--- src/shared/gpq_pkg.sv ---
// Constants, types and register map of the GPIO input qualifier
package gpq_pkg;

    // Pin counts and grouping
    localparam int GPQ_PINS = 16;
    localparam int GPQ_GROUP = 8;
    localparam int GPQ_GROUPS = 2;
    localparam int GPQ_AIO_PINS = 6;
    localparam int GPQ_PERIPHS = 2;
    localparam int GPQ_PERIOD_W = 8;
    localparam int GPQ_COUNT_W = 9;

    // Qualification window lengths in samples
    localparam int GPQ_SAMPLES_SHORT = 3;
    localparam int GPQ_SAMPLES_LONG = 6;

    // Per-pin input selector codes
    typedef enum logic [1:0] {
        GPQ_SYNC = 2'h0,
        GPQ_QUAL3 = 2'h1,
        GPQ_QUAL6 = 2'h2,
        GPQ_RAW = 2'h3
    } gpq_mode_e;

    // Register byte offsets
    localparam logic [7:0] GPQ_OFS_QUAL_SELECT = 8'h00;
    localparam logic [7:0] GPQ_OFS_QUAL_PERIOD = 8'h04;
    localparam logic [7:0] GPQ_OFS_PORT_DATA = 8'h08;
    localparam logic [7:0] GPQ_OFS_PORT_DIR = 8'h0C;
    localparam logic [7:0] GPQ_OFS_ANALOG_PIN_SELECT = 8'h10;
    localparam logic [7:0] GPQ_OFS_ANALOG_DATA = 8'h14;
    localparam logic [7:0] GPQ_OFS_ANALOG_DIR = 8'h18;
    localparam logic [7:0] GPQ_OFS_PERIPH_ROUTE = 8'h1C;

    // Values after reset
    localparam logic [31:0] GPQ_RST_QUAL_SELECT = 32'h0000_0000;
    localparam logic [15:0] GPQ_RST_QUAL_PERIOD = 16'h0000;
    localparam logic [15:0] GPQ_RST_PORT = 16'h0000;
    localparam logic [31:0] GPQ_RST_ANALOG_SEL = 32'hAAAA_AAAA;
    localparam logic [5:0] GPQ_RST_AIO = 6'h00;
    localparam logic [31:0] GPQ_RST_ROUTE = 32'h0000_0000;
    // Idle level of each peripheral input: input 0 idles low, 1 high
    localparam logic [1:0] GPQ_PERIPH_DEFAULT = 2'h2;

    // Upper-bit positions of the analog select fields that own a pin
    localparam int GPQ_AIO_UPPER_BIT [0:5] = '{5, 9, 13, 21, 25, 29};

    // Register request from the software port
    typedef struct packed {
        logic [7:0] addr;
        logic [31:0] wdata;
        logic wr;
        logic rd;
    } gpq_req_s;

endpackage

--- src/logic/gpq_pin.sv ---
// Per-pin synchronizer and sampling-window qualifier
`timescale 1ns/1ps
module gpq_pin
    import gpq_pkg::*;
(
    input wire logic clk,
    input wire logic rst_n,
    input wire logic pin_async,
    input wire logic sample_en,
    input wire gpq_mode_e mode,
    output logic level
);

    logic s1_reg;
    logic s2_reg;
    logic s3_reg;
    logic sync_reg;
    logic [5:0] hist_reg;
    logic qual_reg;
    logic out_reg;
    logic short_same;
    logic long_same;

    // Three-stage chain; only the second stage reads the first
    always_ff @(posedge clk or negedge rst_n)
    begin
        if (!rst_n)
        begin
            s1_reg <= 1'b0;
            s2_reg <= 1'b0;
            s3_reg <= 1'b0;
        end
        else
        begin
            s1_reg <= pin_async;
            s2_reg <= s1_reg;
            s3_reg <= s2_reg;
        end
    end

    // Level counts only once stages two and three agree
    always_ff @(posedge clk or negedge rst_n)
    begin
        if (!rst_n)
            sync_reg <= 1'b0;
        else if (s2_reg == s3_reg)
            sync_reg <= s3_reg;
    end

    // Sample history, shifted at the group sampling rate
    always_ff @(posedge clk or negedge rst_n)
    begin
        if (!rst_n)
            hist_reg <= 6'h00;
        else if (sample_en)
            hist_reg <= {hist_reg[4:0], sync_reg};
    end

    // Window spans n samples, so n-1 sampling periods
    assign short_same = (&hist_reg[2:0]) | ~(|hist_reg[2:0]);
    assign long_same = (&hist_reg) | ~(|hist_reg);

    // Qualified level moves only on a unanimous window
    always_ff @(posedge clk or negedge rst_n)
    begin
        if (!rst_n)
            qual_reg <= 1'b0;
        else if (mode == GPQ_QUAL3 && short_same)
            qual_reg <= hist_reg[0];
        else if (mode == GPQ_QUAL6 && long_same)
            qual_reg <= hist_reg[0];
    end

    // Output selection; the bypass path captures the pin in one flop
    always_ff @(posedge clk or negedge rst_n)
    begin
        if (!rst_n)
            out_reg <= 1'b0;
        else
        begin
            case (mode)
                GPQ_SYNC: out_reg <= sync_reg;
                GPQ_QUAL3: out_reg <= qual_reg;
                GPQ_QUAL6: out_reg <= qual_reg;
                GPQ_RAW: out_reg <= pin_async;
                default: out_reg <= sync_reg;
            endcase
        end
    end

    assign level = out_reg;

endmodule

--- src/logic/gpq_top.sv ---
// GPIO input qualifier with analog pin select and register port
//
// Added by the designer: strobed register access and the register addresses.
`timescale 1ns/1ps
module gpq_top
    import gpq_pkg::*;
(
    input wire logic clk,
    input wire logic rst_n,
    input wire gpq_req_s reg_req,
    output logic [31:0] reg_rdata,
    input wire logic [15:0] gpio_in,
    output logic [15:0] gpio_out,
    output logic [15:0] gpio_oe,
    output logic [15:0] pin_level,
    output logic [1:0] periph_in,
    input wire logic [5:0] aio_in,
    output logic [5:0] aio_out,
    output logic [5:0] aio_oe
);

    logic [31:0] qual_select_reg;
    logic [15:0] qual_period_reg;
    logic [15:0] port_data_reg;
    logic [15:0] port_dir_reg;
    logic [31:0] analog_pin_select_reg;
    logic [5:0] analog_data_reg;
    logic [5:0] analog_dir_reg;
    logic [31:0] periph_route_reg;
    logic [31:0] rdata_reg;
    logic [31:0] rdata_next;
    logic [1:0] periph_reg;
    logic [5:0] aio_oe_reg;
    logic [5:0] aio_digital;
    logic [5:0] aio_level;
    logic [15:0] level;
    logic [GPQ_GROUPS-1:0] sample_en;
    logic wr_hit_sel;
    logic wr_hit_per;
    logic wr_hit_data;
    logic wr_hit_dir;
    logic wr_hit_asel;
    logic wr_hit_adata;
    logic wr_hit_adir;
    logic wr_hit_route;

    // Write decode; unmapped writes are dropped silently.
    // Decode is exact on all eight address bits, so aliases of a
    // register offset never reach it.
    assign wr_hit_sel = reg_req.wr && reg_req.addr == GPQ_OFS_QUAL_SELECT;
    assign wr_hit_per = reg_req.wr && reg_req.addr == GPQ_OFS_QUAL_PERIOD;
    assign wr_hit_data = reg_req.wr && reg_req.addr == GPQ_OFS_PORT_DATA;
    assign wr_hit_dir = reg_req.wr && reg_req.addr == GPQ_OFS_PORT_DIR;
    assign wr_hit_asel = reg_req.wr
        && reg_req.addr == GPQ_OFS_ANALOG_PIN_SELECT;
    assign wr_hit_adata = reg_req.wr && reg_req.addr == GPQ_OFS_ANALOG_DATA;
    assign wr_hit_adir = reg_req.wr && reg_req.addr == GPQ_OFS_ANALOG_DIR;
    assign wr_hit_route = reg_req.wr
        && reg_req.addr == GPQ_OFS_PERIPH_ROUTE;

    // Selector register, two bits per pin
    always_ff @(posedge clk or negedge rst_n)
    begin
        if (!rst_n)
            qual_select_reg <= GPQ_RST_QUAL_SELECT;
        else if (wr_hit_sel)
            qual_select_reg <= reg_req.wdata;
    end

    // Sampling periods, one byte per group of eight pins
    always_ff @(posedge clk or negedge rst_n)
    begin
        if (!rst_n)
            qual_period_reg <= GPQ_RST_QUAL_PERIOD;
        else if (wr_hit_per)
            qual_period_reg <= reg_req.wdata[15:0];
    end

    // Output latch; reads of this offset see the pins instead
    always_ff @(posedge clk or negedge rst_n)
    begin
        if (!rst_n)
            port_data_reg <= GPQ_RST_PORT;
        else if (wr_hit_data)
            port_data_reg <= reg_req.wdata[15:0];
    end

    // Direction, one bit per pin, high drives the pin
    always_ff @(posedge clk or negedge rst_n)
    begin
        if (!rst_n)
            port_dir_reg <= GPQ_RST_PORT;
        else if (wr_hit_dir)
            port_dir_reg <= reg_req.wdata[15:0];
    end

    // Analog pin select; all fields leave digital unassigned at reset
    always_ff @(posedge clk or negedge rst_n)
    begin
        if (!rst_n)
            analog_pin_select_reg <= GPQ_RST_ANALOG_SEL;
        else if (wr_hit_asel)
            analog_pin_select_reg <= reg_req.wdata;
    end

    // Analog pin output latch and direction
    always_ff @(posedge clk or negedge rst_n)
    begin
        if (!rst_n)
            analog_data_reg <= GPQ_RST_AIO;
        else if (wr_hit_adata)
            analog_data_reg <= reg_req.wdata[5:0];
    end

    always_ff @(posedge clk or negedge rst_n)
    begin
        if (!rst_n)
            analog_dir_reg <= GPQ_RST_AIO;
        else if (wr_hit_adir)
            analog_dir_reg <= reg_req.wdata[5:0];
    end

    // Peripheral routing: low half feeds input 0, high half input 1
    always_ff @(posedge clk or negedge rst_n)
    begin
        if (!rst_n)
            periph_route_reg <= GPQ_RST_ROUTE;
        else if (wr_hit_route)
            periph_route_reg <= reg_req.wdata;
    end

    // Sample-enable divider per group; one pulse every 2n cycles.
    // Counter is one bit wider than the period field so that 2n-1
    // fits for the largest period.
    // Free running: the first sample after a pin change may come
    // anywhere within one sampling period.
    genvar g;
    generate
        for (g = 0; g < GPQ_GROUPS; g++)
        begin : grp
            logic [GPQ_COUNT_W-1:0] cnt_reg;
            logic [GPQ_PERIOD_W-1:0] per;
            logic [GPQ_COUNT_W-1:0] limit;
            assign per = qual_period_reg[g*GPQ_PERIOD_W +: GPQ_PERIOD_W];
            assign limit = {per, 1'b0} - 9'h001;
            // Period zero means every cycle is a sample
            assign sample_en[g] = (per == 8'h00) || (cnt_reg == limit);

            // Overshoot after a period change restarts without a pulse
            always_ff @(posedge clk or negedge rst_n)
            begin
                if (!rst_n)
                    cnt_reg <= 9'h000;
                else if (per == 8'h00 || cnt_reg >= limit)
                    cnt_reg <= 9'h000;
                else
                    cnt_reg <= cnt_reg + 9'h001;
            end
        end
    endgenerate

    // One conditioning channel per pin, group picks its sample rate
    genvar p;
    generate
        for (p = 0; p < GPQ_PINS; p++)
        begin : pin
            gpq_pin u_pin (
                .clk(clk),
                .rst_n(rst_n),
                .pin_async(gpio_in[p]),
                .sample_en(sample_en[p / GPQ_GROUP]),
                .mode(gpq_mode_e'(qual_select_reg[2*p +: 2])),
                .level(level[p])
            );
        end
    endgenerate

    // Analog pins used as digital inputs get the plain synchronizer
    genvar a;
    generate
        for (a = 0; a < GPQ_AIO_PINS; a++)
        begin : aio
            gpq_pin u_aio (
                .clk(clk),
                .rst_n(rst_n),
                .pin_async(aio_in[a]),
                .sample_en(1'b1),
                .mode(GPQ_SYNC),
                .level(aio_level[a])
            );
            // Upper field bit low hands the pin to digital I/O
            assign aio_digital[a] =
                ~analog_pin_select_reg[GPQ_AIO_UPPER_BIT[a]];
        end
    endgenerate

    // Analog pin drive; an unassigned field keeps the driver off.
    // Registered so the enable never glitches while fields change.
    always_ff @(posedge clk or negedge rst_n)
    begin
        if (!rst_n)
            aio_oe_reg <= GPQ_RST_AIO;
        else
            aio_oe_reg <= analog_dir_reg & aio_digital;
    end

    // Peripheral inputs: several routed pins combine toward the
    // non-idle level, so any one pin can pull the input active
    genvar q;
    generate
        for (q = 0; q < GPQ_PERIPHS; q++)
        begin : per_in
            logic [15:0] mask;
            logic routed;
            logic merged;
            assign mask = periph_route_reg[16*q +: 16];
            assign routed = |mask;
            assign merged = GPQ_PERIPH_DEFAULT[q]
                ? &(level | ~mask)
                : |(level & mask);

            always_ff @(posedge clk or negedge rst_n)
            begin
                if (!rst_n)
                    periph_reg[q] <= GPQ_PERIPH_DEFAULT[q];
                else if (routed)
                    periph_reg[q] <= merged;
                else
                    periph_reg[q] <= GPQ_PERIPH_DEFAULT[q];
            end
        end
    endgenerate

    // Read mux; unmapped offsets and idle cycles answer zero.
    // Port data reads return conditioned levels, not the latch.
    always_comb
    begin
        rdata_next = 32'h0000_0000;
        if (reg_req.rd)
        begin
            case (reg_req.addr)
                GPQ_OFS_QUAL_SELECT: rdata_next = qual_select_reg;
                GPQ_OFS_QUAL_PERIOD: rdata_next = {16'h0000, qual_period_reg};
                GPQ_OFS_PORT_DATA: rdata_next = {16'h0000, level};
                GPQ_OFS_PORT_DIR: rdata_next = {16'h0000, port_dir_reg};
                GPQ_OFS_ANALOG_PIN_SELECT: rdata_next = analog_pin_select_reg;
                GPQ_OFS_ANALOG_DATA: rdata_next = {26'h0, aio_level};
                GPQ_OFS_ANALOG_DIR: rdata_next = {26'h0, analog_dir_reg};
                GPQ_OFS_PERIPH_ROUTE: rdata_next = periph_route_reg;
                default: rdata_next = 32'h0000_0000;
            endcase
        end
    end

    // Read data stands only in the cycle after the strobe
    always_ff @(posedge clk or negedge rst_n)
    begin
        if (!rst_n)
            rdata_reg <= 32'h0000_0000;
        else
            rdata_reg <= rdata_next;
    end

    // All outputs come straight from flops
    assign reg_rdata = rdata_reg;
    assign gpio_out = port_data_reg;
    assign gpio_oe = port_dir_reg;
    assign pin_level = level;
    assign periph_in = periph_reg;
    assign aio_out = analog_data_reg;
    assign aio_oe = aio_oe_reg;

endmodule

--- config.mk ---
export PLATFORM = sky130hd
export DESIGN_NAME = gpq_top
export DESIGN_NICKNAME = d
export VERILOG_FILES = /design/src/shared/gpq_pkg.sv /design/src/logic/gpq_pin.sv /design/src/logic/gpq_top.sv
export SDC_FILE = /design/constraint.sdc
export NUM_CORES = 1
export LEC_CHECK = 0
export BUFFER_PORTS_ARGS = -buffer_cell sky130_fd_sc_hd__buf_2
export CORE_UTILIZATION = 40
export DETAILED_ROUTE_END_ITERATION = 8
export SYNTH_ARGS = -nofsm -noshare
export SYNTH_HDL_FRONTEND = slang
export SYNTH_SLANG_ARGS = --single-unit
export TNS_END_PERCENT = 100
--- constraint.sdc ---
create_clock -name clk -period 3.9 [get_ports clk]
set_input_delay 0.78 -clock clk [delete_from_list [all_inputs] [get_ports clk]]
set_output_delay 0.78 -clock clk [all_outputs]
set_load 0.01 [all_outputs]
==> reports/results.txt, run 1 <==
The run finished with clean final reports. The run gives 11830 as the number of global-route vias before repair. The first detailed-routing pass took 5 iterations. The overall overflow remaining after global route came out at 0.

The clock net sink count is 436, and the global-route wire length before repair is 71.00 mm. At the worst endpoint, the required time is 4.35 ns. The maximum fanout encountered on the critical timing path is 48.

For the worst-skew pair, the clock arrives at the later sink with an insertion delay of 0.57 ns. For the worst setup path, the data arrival time is 3.61 ns. The worst setup path is launched from a flop.

For the pin with the worst max-slew slack, the measured transition is 0.8535 ns. The final count of pins violating max slew came out at 0. In this run the post-CTS setup repair buffer count came out at 0.

The final setup violation count is 0, and the DRC violation count after routing is 0. The number of H-tree branching levels is 2, and the number of I/O port buffers is 159. The internal power of the cells totals 9.017 mW. The register with the most flip-flops in the layout has 96 of them. The run gives 0 as the max-capacitance violation count. Leading cell type in the layout, fill and taps excluded: dfrtp_1. For the distinct cell type count of the synthesized netlist, the log shows 53. After clock tree synthesis, the clock-pin slew on the worst setup and hold paths is 0.06 ns. After synthesis, the largest area contributor takes up 55.64% of total cell area. The die covers 0.04798 sq mm. In the post-route analysis, the smallest setup slack over all paths is 0.7395 ns. Counting tap cells, the placed design contains a total of 2094 instances.

For this design the total switching power over the nets is 3.172 mW. Adding up every negative setup slack in the final design gives 0 ns. In the routed layout, each cell is associated on average with a via count of 5.381. Of the total power, the clock network draws 38.6%. Gates resized during post-CTS repair numbered 0. Yosys mapped a number of flops with a built-in enable equal to 0. The run gives 1688 as the final-stage net count.

In the synthesized netlist the async set-or-reset flop fraction comes to 100.0%. Once layout is complete, the cells apart from fillers number 2180. Wires add up to 45.97 mm.

Prior to clock tree synthesis, the placed netlist has a worst setup slack of 0.7474 ns. Measured against its own limit, the worst slew margin works out to 43.10%. In the layout the commonest cells are 419 x dfrtp_1, 234 x mux2_2, 158 x buf_2, 86 x ha_1, 54 x inv_1. The initial antenna violation count is 3, and the fraction of layout cells with a size suffix above 1 is 36.17%. The critical path in this run is classified as flop to flop.

The predominant post-synthesis flop cell was dfrtp_1. The tools report the largest buffer count on any clock path as 3. The floorplan step defined a core boundary enclosing 0.04656 sq mm.

Of the total power, the share spent switching nets is 26.02%. The final estimated routing congestion in global placement came out at 0.8624. The routed length per instance works out to 21.09 um. Counting the buffers created by CTS gives 47.

The synthesized design contains 436 register bits. From synthesis to final layout, the design area changed by 17.20%. The detail route stage leaves a number of antenna-violating nets equal to 0. Per report_power, the combinational group accounts for 13.1% of the total. Worst min-delay path category: input pin to async pin.

The floorplan step set the die height to 219.0 um. In the finished design, the share of the clock period the worst path needs comes to 81.04%. The instance count of the mapped netlist came out at 1355. The power density over the cells was 551.9 mW/mm^2.

STA classifies the critical path endpoint as a flop. Hold repair after CTS inserted 0 buffers. The run gives 79 as the site row count. The proportion of power drawn by flip-flops and latches was 48.2%. Entering global routing, the biggest net connects 108 pins. The average cell area after synthesis was 13.91 sq um; the setup clock skew after layout was 0.01268 ns. Sequential cells were found to cover 58.01% of the synthesized design area. The cell taking the most area after synthesis was dfrtp_1. The hold violation count in the final report was 0.

The overall routing resource usage was 19.63%. Sorting the synthesized cells by area gives the leading types as dfrtp_1 56%, mux2_2 14%, ha_1 5.7%, dfstp_2 2.4%, a22oi_1 1.9%. For the antenna diode count, the log shows 0.

Setup repair after global routing left no endpoint under its margin. For this block, the initial DRC count from the detailed router was 727. The run gives 11730 as the number of vias after detailed routing. The net count after synthesis came out at 1507.

TritonCTS built the clock tree. The synthesized netlist occupies a cell area of 0.01884 sq mm. The analysis attributes to cell leakage a power of 10.21 nW. CTS placed an instance of clkbuf_16 at the clock tree root. Cells fill 47.43% of the core in the end. Detailed placement ended at an HPWL of 32.43 mm.

160 I/O pins were placed. The width of the die is 219.0 um, and the timing-limited maximum frequency is 316.4 MHz. The tools report the effective utilization at floorplan as 40.47%. For this run, the number of Yosys warnings is 0.

The final critical-path required period works out to 3.160 ns. The worst-case IR drop observed on VDD is 0.3832 mV.
-- cell families (layout without fill, tap and decap cells) --
kind of cell	Yosys count	after routing	synth area share, %
flops	436	436	58.01
mux	274	274	17.64
simple gates	208	208	6.355
compound gates	186	186	7.019
buf+inv	117	335	2.888
fa+ha+maj	108	108	6.879
xor+xnor	26	26	1.209
-- stage by stage --
step | area [sq um] | power (mW) | hold slack [ns]
floorplan | 18840 | 6.947 | 0.3312
global placement | 20420 | 7.474 | 0.3318
detailed placement | 20420 | 7.570 | 0.3355
CTS | 22080 | 12.35 | 0.2801
global route | 22080 | 12.77 | 0.2958
finish | 22080 | 12.19 | 0.3028
-- worst max-delay path, stage by stage (launching register included) --
cell	delay [ns]
dfrtp_1	0.43
or4_4	0.56
nor4_1	0.24
xnor2_1	0.16
ha_1	0.28
nand4_1	0.13
or3_1	0.13
and2_4	0.65
mux2_2	0.42
-- routing by layer --
metal / GRT usage (%) / wire length [um]
met3: 4.158 / 2804
met4: 6.319 / 1158
met5: 0 / 11
met2: 30.51 / 21040
met1: 27.35 / 20950
-- Yosys cell counts (all sizes together), types with 2 or more instances --
cell / count
dfrtp: 419
mux2: 254
ha: 86
inv: 54
a22oi: 48
nand2: 46
buf: 41
a21oi: 31
nand4: 24
nor2: 24
clkbuf: 22
maj3: 22
nor3b: 19
dfstp: 17
o21ai: 17
or4: 17
a21boi: 16
nand3b: 16
o2111ai: 16
o31ai: 16
mux4: 15
nand3: 14
xor2: 14
nor3: 13
xnor2: 12
nor2b: 11
a21o: 9
a221oi: 9
a22o: 8
and3: 8
mux2i: 5
o2bb2ai: 5
and2: 4
nor4: 4
o22ai: 4
a2bb2oi: 3
a31oi: 2
and4: 2
or3: 2
or4b: 2
-- final timing paths --
check	from	endpoint	slack [ns]	cells after the start
min in group clk	aio_in[5]	aio[5].u_aio.s1_reg$_DFF_PN0_	0.32	1
max in group asynchronous	rst_n	analog_pin_select_reg[1]$_DFFE_PN1P_	2.64	2
max reg2reg	qual_period_reg[5]$_DFFE_PN0P_	pin[4].u_pin.hist_reg[1]$_DFFE_PN0P_	0.74	8
min reg2reg	aio[5].u_aio.s1_reg$_DFF_PN0_	aio[5].u_aio.s2_reg$_DFF_PN0_	0.34	0
max	qual_period_reg[5]$_DFFE_PN0P_	pin[4].u_pin.hist_reg[1]$_DFFE_PN0P_	0.74	8
min	rst_n	pin[2].u_pin.hist_reg[2]$_DFFE_PN0P_	0.30	1
-- final cells by class --
type                    instances  area, sq um
fillers                      4121        24470
flip-flops and latches        436        10930
multi-input cells             802         7403
clock buffers                  65         1386
repair buffers                195         1126
well taps                     607        759.5
clock inverters                21        274.0
inverters                      54        202.7
-- power groups by stage --
stage	registers [mW]	logic [mW]	clock network, mW
6_report	5.88	1.60	4.71
5_1_grt	5.99	1.76	5.02
4_1_cts	5.88	1.63	4.84
3_5_place_dp	5.95	1.62	0
3_3_place_gp	5.91	1.56	0
2_1_floorplan	5.72	1.22	0
Note: power is estimated with default switching activity, not from simulation.
==> run 2, diff against run 1 <==
Clock period 3.9 ns to 2.94 ns, I/O delays scaled along.
==> reports/results.txt, run 2 (synthesis gave the netlist of run 1 again) <==
The type of the worst setup path is flop to flop (unchanged). The number of I/O port buffers came out at 159 (unchanged). Post-layout instance count excluding filler cells: 2208 (was 2180).

TritonCTS built the clock tree. The maximum fanout encountered on the critical timing path is 12 (was 48), and the power density over the cells is 717.2 mW/mm^2 (was 551.9 mW/mm^2). Width of the die: 219.0 um (unchanged). The number of cells in the design after placement was 2114 (was 2094); the overall power was 16.00 mW (was 12.19 mW).

For the wire length reported by the detailed router, the log shows 46.22 mm (was 45.97 mm). The minimum hold slack is 0.1157 ns (was 0.3028 ns), and the count of filler cells inserted in the layout is 4141 (was 4121). The data arrival time of the critical path is 3.32 ns (was 3.61 ns), and the hold violation count in the final report is 0 (unchanged). The final setup violation count came out at 0 (unchanged). The leading cell type in the layout, fill and taps excluded is dfrtp_1 (unchanged). The tools report the global-route wire length before repair as 71.62 mm (was 71.00 mm). The share of the cycle needed by the critical path after routing was 97.58% (was 81.04%); the CTS buffer count was 48 (was 47). The flip-flop count of the largest register, all copies and words added is 96 (unchanged), and the clock latency at the later pin of the worst-skew pair is 0.58 ns (was 0.57 ns). The die area was 0.04798 sq mm (unchanged). The setup clock skew after layout is 0.01911 ns (was 0.01268 ns). The fraction of layout cells with a size suffix above 1 is 37.27% (was 36.17%).

The tools report the destination of the worst register-to-register timing path as pin[0].u_pin.hist_reg[4]$_DFFE_PN0P_ (was pin[4].u_pin.hist_reg[1]$_DFFE_PN0P_). The run gives 348.6 MHz (was 316.4 MHz) as the timing-limited maximum frequency. The kind of end point of the critical path was a flop (unchanged).

The area overhead of the layout relative to synthesis is 18.36% (was 17.20%), and the overall overflow remaining after global route is 0 (unchanged). Setup repair after global routing could not meet its margin everywhere. The number of H-tree branching levels is 2 (unchanged), and the register-to-register setup slack is 0.07 ns (was 0.74 ns). The clock transition at the register clock pins on the worst setup and hold paths after CTS was 0.06 ns (about the same).

The headroom to the max-slew limit came out at 63.59% (was 43.10%). Worst supply voltage drop on vdd: 0.5104 mV (was 0.3832 mV). The run gives 0 (unchanged) as the DRC violation count after routing. The tools report the beginning of the worst register-to-register path as qual_period_reg[5]$_DFFE_PN0P_ (unchanged). The max-capacitance violation count was 0 (unchanged); the die boundary height was 219.0 um (unchanged). The tools report the number of violations reported at the end of detailed-routing iteration 0 as 714 (was 727). The number of vias after detailed routing was 11830 (was 11730); the number of primary I/O pins was 160 (unchanged). The number of global-route vias before repair is 12090 (was 11830), and the clock net sink count is 436 (unchanged). The data required time at the worst endpoint is 3.39 ns (was 4.35 ns). The logs give 19.80% (was 19.63%) for the overall routing resource usage and 40.47% (unchanged) for the effective utilization at floorplan.

The worst hold path cell count is 1, and the site row count is 79 (unchanged). The number of nets with antenna violations after routing came out at 0 (unchanged). The path with the worst hold slack has its endpoint at aio[5].u_aio.s1_reg$_DFF_PN0_. The final estimated routing congestion in global placement is 0.8364 (was 0.8624), and the core region area is 0.04656 sq mm (unchanged). Logic depth of the worst register-to-register path: 10 (was 8). For the HPWL reported at the end of detailed placement, the log shows 32.68 mm (was 32.43 mm).

Start point of the worst min-delay path: aio_in[5]. Library cell used as clock root buffer: clkbuf_16 (unchanged). The largest net degree at the start of global routing came out at 95 (was 108). Actual slew at the worst max-slew pin: 0.5461 ns (was 0.8535 ns).

The final count of pins violating max slew is 0 (unchanged). The leakage power of the design came out at 10.33 nW (was 10.21 nW). The run finished with clean final reports.

Worst min-delay path category: input pin to flop (was input pin to async pin). Initial antenna violation count: 5 (was 3). The type of origin of the critical path is a flop (unchanged).

Most frequent cells in the layout: 417 x dfrtp_1, 234 x mux2_2, 158 x buf_2, 85 x ha_1, 53 x inv_1 (was 419 x dfrtp_1, 234 x mux2_2, 158 x buf_2, 86 x ha_1, 54 x inv_1). The average vias per placed instance is 5.357 (was 5.381), and the number of detailed-routing iterations run before antenna repair is 5 (unchanged). The largest buffer count on any clock path is 3 (unchanged).

The final critical-path required period was 2.869 ns (was 3.160 ns). For the final-stage net count, the log shows 1714 (was 1688). Routed length per instance: 20.93 um (was 21.09 um).
==> run 2: cell count changes in the layout (fill, tap and decap cells not counted), moves of 2 or more <==
cell	delta
buf_12	+6
buf_4	+18
dfrtp_1	-2
clkbuf_1	+5
nor4_1	-2
clkbuf_8	+4
clkinv_4	-3
diode_2	+2
bufinv_16	-4
dfrtp_2	+2
==> run 2: stage by stage <==
stage / instance area [sq um] / TNS [ns] / util [%] / setup WS (ns)
2_1_floorplan: 18850 / 0 / - / 0.05299
3_3_place_gp: 20650 / 0 / 44.37 / 0.07824
3_5_place_dp: 20650 / 0 / 44.37 / 0.05166
4_1_cts: 22250 / 0 / 47.78 / 0.03611
5_1_grt: 22300 / -2.552 / 47.90 / -0.08070
6_report: 22300 / 0 / 47.91 / 0.07111
==> run 2: power by group <==
group,total (mW),internal (mW),switching (mW)
clock network,5.96,3.58,2.38
registers,7.80,6.90,0.902
logic,2.24,1.33,0.912
==> run 2: worst max-delay path by stage <==
stage,endpoint,depth (start not counted),slack [ns],from
finish,pin[0].u_pin.hist_reg[4]$_DFFE_PN0P_,10,0.07,qual_period_reg[5]$_DFFE_PN0P_
detailed placement,pin[3].u_pin.hist_reg[4]$_DFFE_PN0P_,9,0.05,qual_period_reg[5]$_DFFE_PN0P_
global route,pin[3].u_pin.hist_reg[3]$_DFFE_PN0P_,9,-0.08,qual_period_reg[5]$_DFFE_PN0P_
global placement,pin[3].u_pin.hist_reg[4]$_DFFE_PN0P_,9,0.08,qual_period_reg[5]$_DFFE_PN0P_
floorplan,pin[0].u_pin.hist_reg[0]$_DFFE_PN0P_,10,0.05,qual_period_reg[5]$_DFFE_PN0P_
CTS,pin[3].u_pin.hist_reg[3]$_DFFE_PN0P_,9,0.04,qual_period_reg[5]$_DFFE_PN0P_
==> run 2: layer usage <==
| metal | GRT usage [%] | part of all wire, % | vias to the layer above |
|---|---|---|---|
| met5 | 0 | 0.024 | - |
| met4 | 5.995 | 2.0 | 4 |
| met3 | 4.019 | 5.9 | 70 |
| met2 | 31.48 | 47 | 311 |
| met1 | 27.25 | 45 | 6101 |
| li1 | - | - | 5343 |
==> run 2: cell type report <==
class                           count  area [sq um]  area share (%)
Sequential cell                   436         10930           49.03
Multi-Input combinational cell    802          7430           33.31
Clock buffer                       74          1460           6.547
Timing Repair Buffer              220          1391           6.238
Tap cell                          607         759.5           3.405
Inverter                           54         202.7          0.9088
Clock inverter                     13         120.1          0.5386
Antenna cell                        2         5.005         0.02244
==> run 2: worst max-delay path, cell delays in order (launching register included) <==
cell and delay (ns):
dfrtp_1 0.38, or4_4 0.57, buf_4 0.16, nor2_2 0.09, xnor2_1 0.08, ha_1 0.30
nand4_1 0.11, or3_1 0.38, and2_4 0.22, buf_12 0.16, mux2_4 0.30
==> run 2: timing repair <==
item                                    4_1_cts  5_1_grt
endpoints found under the setup margin        0       48
hold endpoints to repair                     35        0
hold buffers                                  1        0
gates resized for setup                       0        7
buffers inserted                              0        4
